File: src/eps_defs.svh
/*
 * Constants of the excitation protection supervisor: time figures,
 * thresholds, setting limits and reset values of the settings.
 * Assumes measured quantities arrive already scaled as listed here.
 */
`ifndef EPS_DEFS_SVH
`define EPS_DEFS_SVH

// Clock rate and the protection time base
`define EPS_CLK_HZ        10000000
`define EPS_TICK_S        1
`define EPS_TICK_CYCLES   (`EPS_CLK_HZ * `EPS_TICK_S)

// Timer channel indices
`define EPS_CH_SENSE      0
`define EPS_CH_FOV        1
`define EPS_CH_LIM        2
`define EPS_CH_UEL        3
`define EPS_CH_BOOT       4
`define EPS_CH_SOFT       5
`define EPS_NCH           6

// Fixed times, seconds
`define EPS_FOV_DELAY_S   13'h000A
`define EPS_BOOT_SHOW_S   13'h0005

// Thresholds: voltages in percent, frequency in 0.1 Hz, current in 0.1 pu
`define EPS_SENSE_LOW_PCT 8'h32
`define EPS_SENSE_DEV_PCT 8'h14
`define EPS_MIN_FREQ_DHZ  10'h078
`define EPS_SHORT_IB_DPU  8'h1E

// Setting limits
`define EPS_FOV_SP_MAX    8'hFA
`define EPS_LIM_SP_MAX    8'h96
`define EPS_UEL_SP_MAX    8'h64
`define EPS_SL_DLY_MAX    5'h19
`define EPS_LIM_DLY_MAX   4'hA
`define EPS_SS_MIN        13'h0001
`define EPS_SS_MAX        13'h1C20

// Reset values of the settings
`define EPS_SL_DLY_RST    5'h0A
`define EPS_FOV_SP_RST    8'hFA
`define EPS_OEL_SP_RST    8'h96
`define EPS_EL_SP_RST     8'h96
`define EPS_UEL_SP_RST    8'h64
`define EPS_LIM_DLY_RST   4'hA
`define EPS_UEL_DLY_RST   4'hA
`define EPS_SS_RST        13'h000A

`endif

File: src/eps_pkg.sv
/*
 * Types of the excitation protection supervisor.
 * Assumes eps_defs.svh is available on the include path.
 */
package eps_pkg;

	// Cause kept in non-volatile storage across power removal
	typedef enum logic [2:0] {
		EPS_ALM_NONE  = 3'h0,
		EPS_ALM_SENSE = 3'h1,
		EPS_ALM_FOV   = 3'h2,
		EPS_ALM_OEL   = 3'h3,
		EPS_ALM_UEL   = 3'h4
	} eps_alarm_e;

	typedef logic [12:0] eps_sec_t;

	typedef struct packed {
		eps_sec_t count;
	} eps_delay_s;

endpackage

File: src/eps_delay.sv
/*
 * One protection delay: counts whole seconds while its condition holds,
 * clears at once when the condition drops.
 * Assumes a one-cycle seconds tick from the caller.
 */
`timescale 1ns/1ns
`default_nettype none
`include "eps_defs.svh"

module eps_delay
	import eps_pkg::*;
(
	input  wire logic     CORE_CLK,
	input  wire logic     RST,
	input  wire logic     TICK,
	input  wire logic     COND,
	input  wire eps_sec_t LIMIT,
	output logic          EXPIRED
);

	eps_delay_s st_reg;
	eps_delay_s st_next;

	always_comb begin
		st_next = st_reg;
		if (!COND) begin
			st_next.count = '0;
		end else if (TICK && st_reg.count != '1) begin
			st_next.count = st_reg.count + 13'h0001;
		end
	end

	always_ff @(posedge CORE_CLK or posedge RST) begin
		if (RST) begin
			st_reg <= '0;
		end else begin
			st_reg <= st_next;
		end
	end

	// A zero limit acts as soon as the condition is seen
	assign EXPIRED = COND && (st_reg.count >= LIMIT);

endmodule

`default_nettype wire

File: src/eps_top.sv
/*
 * Excitation protection supervisor: sensing loss, field overvoltage,
 * field current limiters, underexcitation limiter, soft start timing
 * and voltage-matching mode, with alarm relay and indicators.
 * Assumes threshold inputs are synchronous, scaled as in eps_defs.svh,
 * and that NV_LAST_ALARM holds the code last saved from LAST_ALARM.
 */
`timescale 1ns/1ns
`default_nettype none
`include "eps_defs.svh"

module eps_top
	import eps_pkg::*;
#(
	parameter int TICK_CYCLES = `EPS_TICK_CYCLES
)(
	input  wire logic        CORE_CLK,
	input  wire logic        RST,
	input  wire logic [7:0]  GEN_V_PCT,
	input  wire logic [2:0]  PHASE_LOST,
	input  wire logic [7:0]  PHASE_DEV_A_PCT,
	input  wire logic [7:0]  PHASE_DEV_B_PCT,
	input  wire logic [7:0]  PHASE_DEV_C_PCT,
	input  wire logic [9:0]  FREQ_DHZ,
	input  wire logic [7:0]  IB_DPU,
	input  wire logic [7:0]  FIELD_V,
	input  wire logic [7:0]  FIELD_I_DA,
	input  wire logic [7:0]  LEAD_VAR_PCT,
	input  wire logic        TIE_BRK_CLOSED,
	input  wire logic        GEN_BRK_CLOSED,
	input  wire logic        UF_ACTIVE,
	input  wire logic        VM_MATCHED,
	input  wire logic [2:0]  NV_LAST_ALARM,
	input  wire logic        SENSE_3PH,
	input  wire logic        SL_ACTION_XFER,
	input  wire logic        FOV_ACT_RELAY,
	input  wire logic        FOV_ACT_SHUTDOWN,
	input  wire logic        LIM_TAKEOVER,
	input  wire logic        LIM_HW_SHUTDOWN,
	input  wire logic        SECOND_LIM_EN,
	input  wire logic        UEL_HW_SHUTDOWN,
	input  wire logic        VM_MAINTAIN,
	input  wire logic        RETURN_AUTO,
	input  wire logic        CFG_LOAD,
	input  wire logic [4:0]  CFG_SL_DELAY,
	input  wire logic [7:0]  CFG_FOV_SP,
	input  wire logic [7:0]  CFG_OEL_SP,
	input  wire logic [7:0]  CFG_EL_SP,
	input  wire logic [3:0]  CFG_LIM_DELAY,
	input  wire logic [7:0]  CFG_UEL_SP,
	input  wire logic [3:0]  CFG_UEL_DELAY,
	input  wire logic [12:0] CFG_SS_TIME,
	output logic             CFG_REJECT,
	output logic             ALARM_RELAY_CLOSED,
	output logic             IND_SENSE_LOSS,
	output logic             IND_FOV_SHUTDOWN,
	output logic             IND_OEL_LIMITING,
	output logic             IND_UEL_LIMITING,
	output logic             DISABLE,
	output logic             FIELD_CURRENT_MODE,
	output logic             TAKEOVER_FORCE,
	output logic             SOFT_START_ACTIVE,
	output logic [12:0]      SS_ELAPSED,
	output logic             UF_PRIORITY,
	output logic             VM_HOLD_BUS,
	output logic [2:0]       LAST_ALARM
);

	typedef struct packed {
		logic [23:0] tick_cnt;
		logic        tick;
		logic        boot_done;
		eps_alarm_e  boot_code;
		eps_alarm_e  last_alarm;
		logic        shutdown;
		logic        field_current_mode;
		logic        sense_latch;
		logic [4:0]  sl_dly;
		logic [7:0]  fov_sp;
		logic [7:0]  oel_sp;
		logic [7:0]  el_sp;
		logic [3:0]  lim_dly;
		logic [7:0]  uel_sp;
		logic [3:0]  uel_dly;
		eps_sec_t    ss_time;
		eps_sec_t    ss_elapsed;
		logic        cfg_reject;
		logic        relay;
		logic        ind_sense;
		logic        ind_fov;
		logic        ind_oel;
		logic        ind_uel;
		logic        takeover;
		logic        uf_prio;
		logic        vm_hold;
	} eps_state_s;

	eps_state_s st_reg;
	eps_state_s st_next;

	logic [`EPS_NCH-1:0] ch_cond;
	logic [`EPS_NCH-1:0] ch_exp;
	eps_sec_t            ch_limit [`EPS_NCH];

	logic [7:0] dev_pct [3];
	logic [2:0] dev_over;
	logic       sense_raw;
	logic       sense_inhibit;
	logic       sense_cond;
	logic       soft_active;
	logic       boot_show;
	logic       fov_over;
	logic       lim_over;
	logic       uel_enable;
	logic       uel_over;
	logic       cfg_ok;

	assign dev_pct[0] = PHASE_DEV_A_PCT;
	assign dev_pct[1] = PHASE_DEV_B_PCT;
	assign dev_pct[2] = PHASE_DEV_C_PCT;

	genvar gi;
	generate
		for (gi = 0; gi < 3; gi++) begin : g_dev
			assign dev_over[gi] = dev_pct[gi] > `EPS_SENSE_DEV_PCT;
		end
		for (gi = 0; gi < `EPS_NCH; gi++) begin : g_tmr
			eps_delay u_dly (
				.CORE_CLK (CORE_CLK),
				.RST      (RST),
				.TICK     (st_reg.tick),
				.COND     (ch_cond[gi]),
				.LIMIT    (ch_limit[gi]),
				.EXPIRED  (ch_exp[gi])
			);
		end
	endgenerate

	// Boot and soft-start timers run from the first cycle after reset
	assign ch_cond[`EPS_CH_BOOT] = 1'b1;
	assign ch_cond[`EPS_CH_SOFT] = 1'b1;
	assign ch_limit[`EPS_CH_BOOT] = `EPS_BOOT_SHOW_S;
	assign ch_limit[`EPS_CH_SOFT] = st_reg.ss_time;
	assign soft_active = !ch_exp[`EPS_CH_SOFT];
	assign boot_show   = st_reg.boot_done && !ch_exp[`EPS_CH_BOOT];

	always_comb begin
		sense_raw = GEN_V_PCT < `EPS_SENSE_LOW_PCT;
		if (SENSE_3PH) begin
			sense_raw = sense_raw || (|PHASE_LOST)
				|| (|dev_over);
		end
	end

	assign sense_inhibit = (FREQ_DHZ < `EPS_MIN_FREQ_DHZ)
		|| (IB_DPU > `EPS_SHORT_IB_DPU) || soft_active;
	assign sense_cond = sense_raw && !sense_inhibit;
	assign ch_cond[`EPS_CH_SENSE]  = sense_cond;
	assign ch_limit[`EPS_CH_SENSE] = {8'h00, st_reg.sl_dly};

	assign fov_over = FIELD_V > st_reg.fov_sp;
	assign ch_cond[`EPS_CH_FOV]  = fov_over;
	assign ch_limit[`EPS_CH_FOV] = `EPS_FOV_DELAY_S;

	// Second limiter never sits above the first, so it is the tighter one
	assign lim_over = SECOND_LIM_EN ? (FIELD_I_DA > st_reg.el_sp)
		: (FIELD_I_DA > st_reg.oel_sp);
	assign ch_cond[`EPS_CH_LIM]  = lim_over;
	assign ch_limit[`EPS_CH_LIM] = {9'h000, st_reg.lim_dly};

	assign uel_enable = !TIE_BRK_CLOSED || !GEN_BRK_CLOSED;
	assign uel_over   = uel_enable && (LEAD_VAR_PCT > st_reg.uel_sp);
	assign ch_cond[`EPS_CH_UEL]  = uel_over;
	assign ch_limit[`EPS_CH_UEL] = {9'h000, st_reg.uel_dly};

	assign cfg_ok = (CFG_SL_DELAY <= `EPS_SL_DLY_MAX)
		&& (CFG_FOV_SP <= `EPS_FOV_SP_MAX)
		&& (CFG_OEL_SP <= `EPS_LIM_SP_MAX)
		&& (CFG_EL_SP <= CFG_OEL_SP)
		&& (CFG_LIM_DELAY <= `EPS_LIM_DLY_MAX)
		&& (CFG_UEL_SP <= `EPS_UEL_SP_MAX)
		&& (CFG_UEL_DELAY <= `EPS_LIM_DLY_MAX)
		&& (CFG_SS_TIME >= `EPS_SS_MIN)
		&& (CFG_SS_TIME <= `EPS_SS_MAX);

	always_comb begin
		st_next = st_reg;

		// Seconds tick from the system clock
		st_next.tick = 1'b0;
		if (st_reg.tick_cnt == 24'(TICK_CYCLES - 1)) begin
			st_next.tick_cnt = '0;
			st_next.tick     = 1'b1;
		end else begin
			st_next.tick_cnt = st_reg.tick_cnt + 24'h00_0001;
		end

		// Stored cause is sampled once, the cycle after reset release
		if (!st_reg.boot_done) begin
			st_next.boot_done = 1'b1;
			st_next.boot_code = eps_alarm_e'(NV_LAST_ALARM);
		end

		// Whole setting set is taken or refused together
		st_next.cfg_reject = CFG_LOAD && !cfg_ok;
		if (CFG_LOAD && cfg_ok) begin
			st_next.sl_dly  = CFG_SL_DELAY;
			st_next.fov_sp  = CFG_FOV_SP;
			st_next.oel_sp  = CFG_OEL_SP;
			st_next.el_sp   = CFG_EL_SP;
			st_next.lim_dly = CFG_LIM_DELAY;
			st_next.uel_sp  = CFG_UEL_SP;
			st_next.uel_dly = CFG_UEL_DELAY;
			st_next.ss_time = CFG_SS_TIME;
		end

		// Sensing loss
		if (sense_cond && SL_ACTION_XFER) begin
			st_next.sense_latch = 1'b1;
		end else if (!sense_raw) begin
			st_next.sense_latch = 1'b0;
		end
		if (ch_exp[`EPS_CH_SENSE]) begin
			if (SL_ACTION_XFER) begin
				st_next.field_current_mode = 1'b1;
			end else begin
				st_next.shutdown = 1'b1;
			end
		end
		// Return to automatic is ignored while a transfer is being made
		if (RETURN_AUTO && !ch_exp[`EPS_CH_SENSE]) begin
			st_next.field_current_mode = 1'b0;
		end

		// Field overvoltage
		if (ch_exp[`EPS_CH_FOV] && FOV_ACT_SHUTDOWN) begin
			st_next.shutdown = 1'b1;
		end
		// Limiters with optional hardware shutdown
		if (ch_exp[`EPS_CH_LIM] && LIM_HW_SHUTDOWN) begin
			st_next.shutdown = 1'b1;
		end
		if (ch_exp[`EPS_CH_UEL] && UEL_HW_SHUTDOWN) begin
			st_next.shutdown = 1'b1;
		end

		// Cause to be saved in non-volatile storage
		if (sense_cond) begin
			st_next.last_alarm = EPS_ALM_SENSE;
		end else if (ch_exp[`EPS_CH_FOV] && FOV_ACT_SHUTDOWN) begin
			st_next.last_alarm = EPS_ALM_FOV;
		end else if (ch_exp[`EPS_CH_LIM] && LIM_HW_SHUTDOWN) begin
			st_next.last_alarm = EPS_ALM_OEL;
		end else if (ch_exp[`EPS_CH_UEL] && UEL_HW_SHUTDOWN) begin
			st_next.last_alarm = EPS_ALM_UEL;
		end

		// Relay is closed when healthy; it latches open only through a latched shutdown
		st_next.relay = !(sense_cond
			|| (ch_exp[`EPS_CH_FOV] && FOV_ACT_RELAY)
			|| ch_exp[`EPS_CH_LIM]
			|| ch_exp[`EPS_CH_UEL]
			|| st_reg.shutdown);

		st_next.ind_sense = sense_cond || st_reg.sense_latch
			|| (boot_show && st_reg.boot_code == EPS_ALM_SENSE);
		st_next.ind_fov = (ch_exp[`EPS_CH_FOV] && FOV_ACT_RELAY)
			|| (boot_show && st_reg.boot_code == EPS_ALM_FOV);
		st_next.ind_oel = lim_over
			|| (boot_show && st_reg.boot_code == EPS_ALM_OEL);
		st_next.ind_uel = uel_over
			|| (boot_show && st_reg.boot_code == EPS_ALM_UEL);
		// Inverse-time curve itself is shaped by the current regulator
		st_next.takeover = LIM_TAKEOVER && lim_over;

		// Soft start ramp progress
		if (soft_active && st_reg.tick) begin
			st_next.ss_elapsed = st_reg.ss_elapsed + 13'h0001;
		end
		st_next.uf_prio = soft_active && UF_ACTIVE;

		// Revert drops the bus level as soon as either breaker opens
		st_next.vm_hold = VM_MATCHED && (VM_MAINTAIN
			|| (TIE_BRK_CLOSED && GEN_BRK_CLOSED));
	end

	always_ff @(posedge CORE_CLK or posedge RST) begin
		if (RST) begin
			st_reg            <= '0;
			st_reg.boot_code  <= EPS_ALM_NONE;
			st_reg.last_alarm <= EPS_ALM_NONE;
			st_reg.sl_dly     <= `EPS_SL_DLY_RST;
			st_reg.fov_sp     <= `EPS_FOV_SP_RST;
			st_reg.oel_sp     <= `EPS_OEL_SP_RST;
			st_reg.el_sp      <= `EPS_EL_SP_RST;
			st_reg.lim_dly    <= `EPS_LIM_DLY_RST;
			st_reg.uel_sp     <= `EPS_UEL_SP_RST;
			st_reg.uel_dly    <= `EPS_UEL_DLY_RST;
			st_reg.ss_time    <= `EPS_SS_RST;
			st_reg.relay      <= 1'b1;
		end else begin
			st_reg <= st_next;
		end
	end

	assign CFG_REJECT         = st_reg.cfg_reject;
	assign ALARM_RELAY_CLOSED = st_reg.relay;
	assign IND_SENSE_LOSS     = st_reg.ind_sense;
	assign IND_FOV_SHUTDOWN   = st_reg.ind_fov;
	assign IND_OEL_LIMITING   = st_reg.ind_oel;
	assign IND_UEL_LIMITING   = st_reg.ind_uel;
	assign DISABLE            = st_reg.shutdown;
	assign FIELD_CURRENT_MODE = st_reg.field_current_mode;
	assign TAKEOVER_FORCE     = st_reg.takeover;
	assign SOFT_START_ACTIVE  = soft_active;
	assign SS_ELAPSED         = st_reg.ss_elapsed;
	assign UF_PRIORITY        = st_reg.uf_prio;
	assign VM_HOLD_BUS        = st_reg.vm_hold;
	assign LAST_ALARM         = st_reg.last_alarm;

endmodule

`default_nettype wire

File: config.mk
export PLATFORM = sky130hd
export DESIGN_NAME = eps_top
export DESIGN_NICKNAME = d
export VERILOG_FILES = /design/src/eps_pkg.sv /design/src/eps_delay.sv /design/src/eps_top.sv
export VERILOG_INCLUDE_DIRS = /design/src
export SDC_FILE = /design/constraint.sdc
export NUM_CORES = 1
export LEC_CHECK = 0
export BUFFER_PORTS_ARGS = -buffer_cell sky130_fd_sc_hd__buf_2
export CORE_MARGIN = 1
export CORE_UTILIZATION = 50
export DETAILED_ROUTE_END_ITERATION = 10
export PLACE_DENSITY = 0.76
export RECOVER_POWER = 25
export SYNTH_ARGS = -nofsm -noshare
export SYNTH_HDL_FRONTEND = slang
export SYNTH_HIERARCHICAL = 1
export SYNTH_SLANG_ARGS = --single-unit
export TNS_END_PERCENT = 50
File: constraint.sdc
create_clock -name CORE_CLK -period 5.7 [get_ports CORE_CLK]
set_input_delay 0.855 -clock CORE_CLK [delete_from_list [all_inputs] [get_ports CORE_CLK]]
set_output_delay 0.855 -clock CORE_CLK [all_outputs]
set_load 0.01 [all_outputs]
==> impl_metrics.json <==
{
  "outcome": "finished, violations left",
  "violations": "capacitance limit, slew limit",
  "busiest_layer": "met2",
  "slew_violations": 76,
  "fmax_ghz": 0.232,
  "vdd_drop_max_mv": 0.201,
  "finalSetupViolCount": 0,
  "holdBufCountCts": 0,
  "setup.worst_path.end_class": "flop",
  "numCtsBuffers": 17,
  "vias_per_cell": 5.52,
  "r2r.worst_path.cells": 15,
  "yosysSeqAreaShare_pct": 38.7,
  "synth_top_area_share_pct": 33.3,
  "synth_area_leaders": "dfrtp_1 (33%), ha_1 (13%), dfstp_2 (5.4%)",
  "cts_resized": 0,
  "grt_util_met3_pct": 3.90,
  "clockBufferDepth": 2,
  "worst_pin_slew_ns": 3.43,
  "synthFlopType": "dfrtp_1",
  "clock_latency_ns": 0.44,
  "worstHoldPathCells": 1,
  "die_w_um": 160,
  "min_delay_worst_endpoint": "ALARM_RELAY_CLOSED",
  "grt_overflow": 0,
  "die_area_mm2": 0.0258,
  "grt_first_pass_wirelength_um": 47200,
  "powerDensity_mw_per_mm2": 246,
  "crit_buf_inv": 2,
  "grt_setup_unrepaired": "false",
  "hold_viol_final": 0,
  "r2r-start": "g_tmr[5].u_dly/st_reg[12]",
  "synthDistinctLibCells": 63,
  "drc": 0,
  "drive_gt1_share_pct": 22.3,
  "avgSynthCellArea_um2": 9.97,
  "crit_chain": "ha_1 > nand2_1 > o21ai_0 > a2111oi_0 > a211oi_1 > or4b_2 > a21oi_1 > o21ai_0 > nor2_1 > buf_4 > inv_1 > a211oi_1 > nor2b_1 > nor3_1 > nand2_1",
  "r2r_slack_ns": 1.40,
  "synth_top_area_cell": "dfrtp_1",
  "combPwrFrac_pct": 20.2,
  "final_nets": 1773,
  "coreArea_mm2": 0.0245,
  "syn_inst": 1260,
  "clock_sinks": 193,
  "critPathMaxFanout": 11,
  "h-tree-depth": 4,
  "required_ns": 6.07,
  "fin_hold_ws_ns": 0.467,
  "power_frac_clock_pct": 33.6,
  "grt_max_degree": 76,
  "path_delay_family": "compound AO/OA/AOI/OAI gates",
  "use_met1_pct": 29.6,
  "start_kind": "flop",
  "synthTopCellsByCount": "dfrtp_1 (167), inv_1 (148), ha_1 (126), a21oi_1 (95), nor2_1 (77)",
  "switching_share_pct": 28.9,
  "setup_slack_ns": 1.40,
  "fin_crit_sh_pct": 75.5,
  "ios": 183,
  "postCtsSetupBuffers": 0,
  "maxCapViolCount": 1,
  "place_ws_ns": 1.38,
  "r2r_end": "DISABLE",
  "cts_root_buf": "clkbuf_16",
  "worstPathArrival_ns": 4.68,
  "synth_area_mm2": 0.0126,
  "async_reset_ff_share_pct": 100,
  "routedWlPerCell_um": 15.4,
  "area_growth_pct": 15.1,
  "yosysWarnings": 6,
  "vias": 10100,
  "cts.clk_slew.worst_paths_ns": 0.07,
  "port_buffers": 178,
  "num_rows": 57,
  "hpwl_um": 21500,
  "critical-path-max-stage-delay_ns": 0.68,
  "initial_core_util_pct": 51.3,
  "switching_power_mw": 1.03,
  "finalSetupTns_ns": 0,
  "die_h_um": 160,
  "grt_pass1_vias": 9894,
  "routed_wl_um": 28100,
  "track_usage_pct": 22.5,
  "leakagePower_nw": 6.94,
  "internal_power_mw": 2.53,
  "first_pass_iters": 4,
  "seqPwrFrac_pct": 46.2,
  "total_power_mw": 3.56,
  "finalClockSkew_ns": 0.0132,
  "gr-usage-met2_pct": 37.7,
  "largest_register_ffs": 78,
  "crit_type": "reg -> reg",
  "min_path_type": "reg -> reg",
  "gp_congestion": 0.865,
  "cts_tree": "done",
  "yosysMostFrequentCell": "dfrtp_1",
  "antenna_left": 0,
  "antenna_found_initial": 4,
  "first_iter_violations": 556,
  "hold_start": "DISABLE",
  "slew-limit-headroom_pct": -130,
  "ys_ff_latch": 193,
  "fin_crit_ns": 4.30,
  "crit_path_top_delay_cell": "a211oi_1",
  "synth-edff-count": 0
}
cell type report:
type | instances | area, µm²
Fill cell | 2074 | 10000
Multi-Input combinational cell | 945 | 7090
Sequential cell | 193 | 4860
Timing Repair Buffer | 187 | 957
Inverter | 148 | 557
Clock buffer | 18 | 439
Tap cell | 324 | 405
Clock inverter | 14 | 149
Antenna cell | 2 | 5.00
through the flow:
step / instance area, µm² / utilization [%] / instances
6_report: 14500 / 59.1 / 1831
5_1_grt: 14500 / 59.1 / 1829
4_1_cts: 14500 / 59.1 / 1829
3_5_place_dp: 13900 / 56.7 / 1797
3_3_place_gp: 13900 / 56.7 / 1797
2_1_floorplan: 12800 / - / 1321
metal layers:
metal | wire length [µm] | part of all wire [%] | up-vias
met5 | 21 | 0.075 | -
met4 | 607 | 2.2 | 4
met3 | 1050 | 3.7 | 35
met2 | 13500 | 48 | 203
met1 | 12900 | 46 | 4888
li1 | - | - | 4982
cell usage in the layout (no fill, tap or decap), drive strengths merged, types with 6 or more instances in the layout:
cell type and count:
inv 152, a31oi 14, xor2 16, nand3 44
nand2 65, nor2b 17, or3 7, mux2i 14
dfstp 26, clkbuf 19, o41ai 6, dfrtp 167
o21ai 54, nor2 77, mux2 54, nand4 56
xnor2 30, a21o 8, conb 63, ha 126
a2111oi 13, a21oi 95, and4 30, a41oi 12
buf 186, nor3 26, a211oi 20, clkinv 7
and3 21, or4 14, o31ai 12, nor4 12
o21a 9
power by group through the flow:
stage	logic, mW	registers (mW)	clock network, mW
floorplan	0.513	1.65	0
CTS	0.721	1.65	1.23
detailed placement	0.715	1.67	0
global placement	0.682	1.67	0
finish	0.718	1.65	1.20
global route	0.823	1.67	1.29
kinds of logic after synthesis:
logic type / share of synthesized area [%]
AO/OA/AOI/OAI: 14.0
XOR/XNOR: 3.21
adder cells (fa/ha/maj): 12.6
buffers and inverters: 6.69
flip-flops: 38.7
multiplexers: 5.96
other: 0.0598
AND/OR/NAND/NOR: 18.8
worst max-delay path by stage:
| stage | startpoint | to | slack, ns | depth (start not counted) |
|---|---|---|---|---|
| final | g_tmr[5].u_dly/st_reg[12] | DISABLE | 1.40 | 15 |
| after global routing | g_tmr[5].u_dly/st_reg[12] | DISABLE | 1.18 | 15 |
| after CTS | g_tmr[5].u_dly/st_reg[12] | DISABLE | 1.34 | 15 |
| after detailed placement | g_tmr[5].u_dly/st_reg[12] | DISABLE | 1.38 | 15 |
| after global placement | g_tmr[5].u_dly/st_reg[12] | DISABLE | 1.54 | 15 |
| after floorplan | RST | CFG_REJECT | 1.84 | 1 |
worst register-to-register path, stage by stage, from the launching register on:
cell and delay, ns:
dfrtp_1 0.47, ha_1 0.36, nand2_1 0.06, o21ai_0 0.28, a2111oi_0 0.16, a211oi_1 0.68, or4b_2 0.65, a21oi_1 0.12
o21ai_0 0.16, nor2_1 0.14, buf_4 0.20, inv_1 0.21, a211oi_1 0.34, nor2b_1 0.27, nor3_1 0.07, nand2_1 0.06
(Power assumes the default switching activity.)
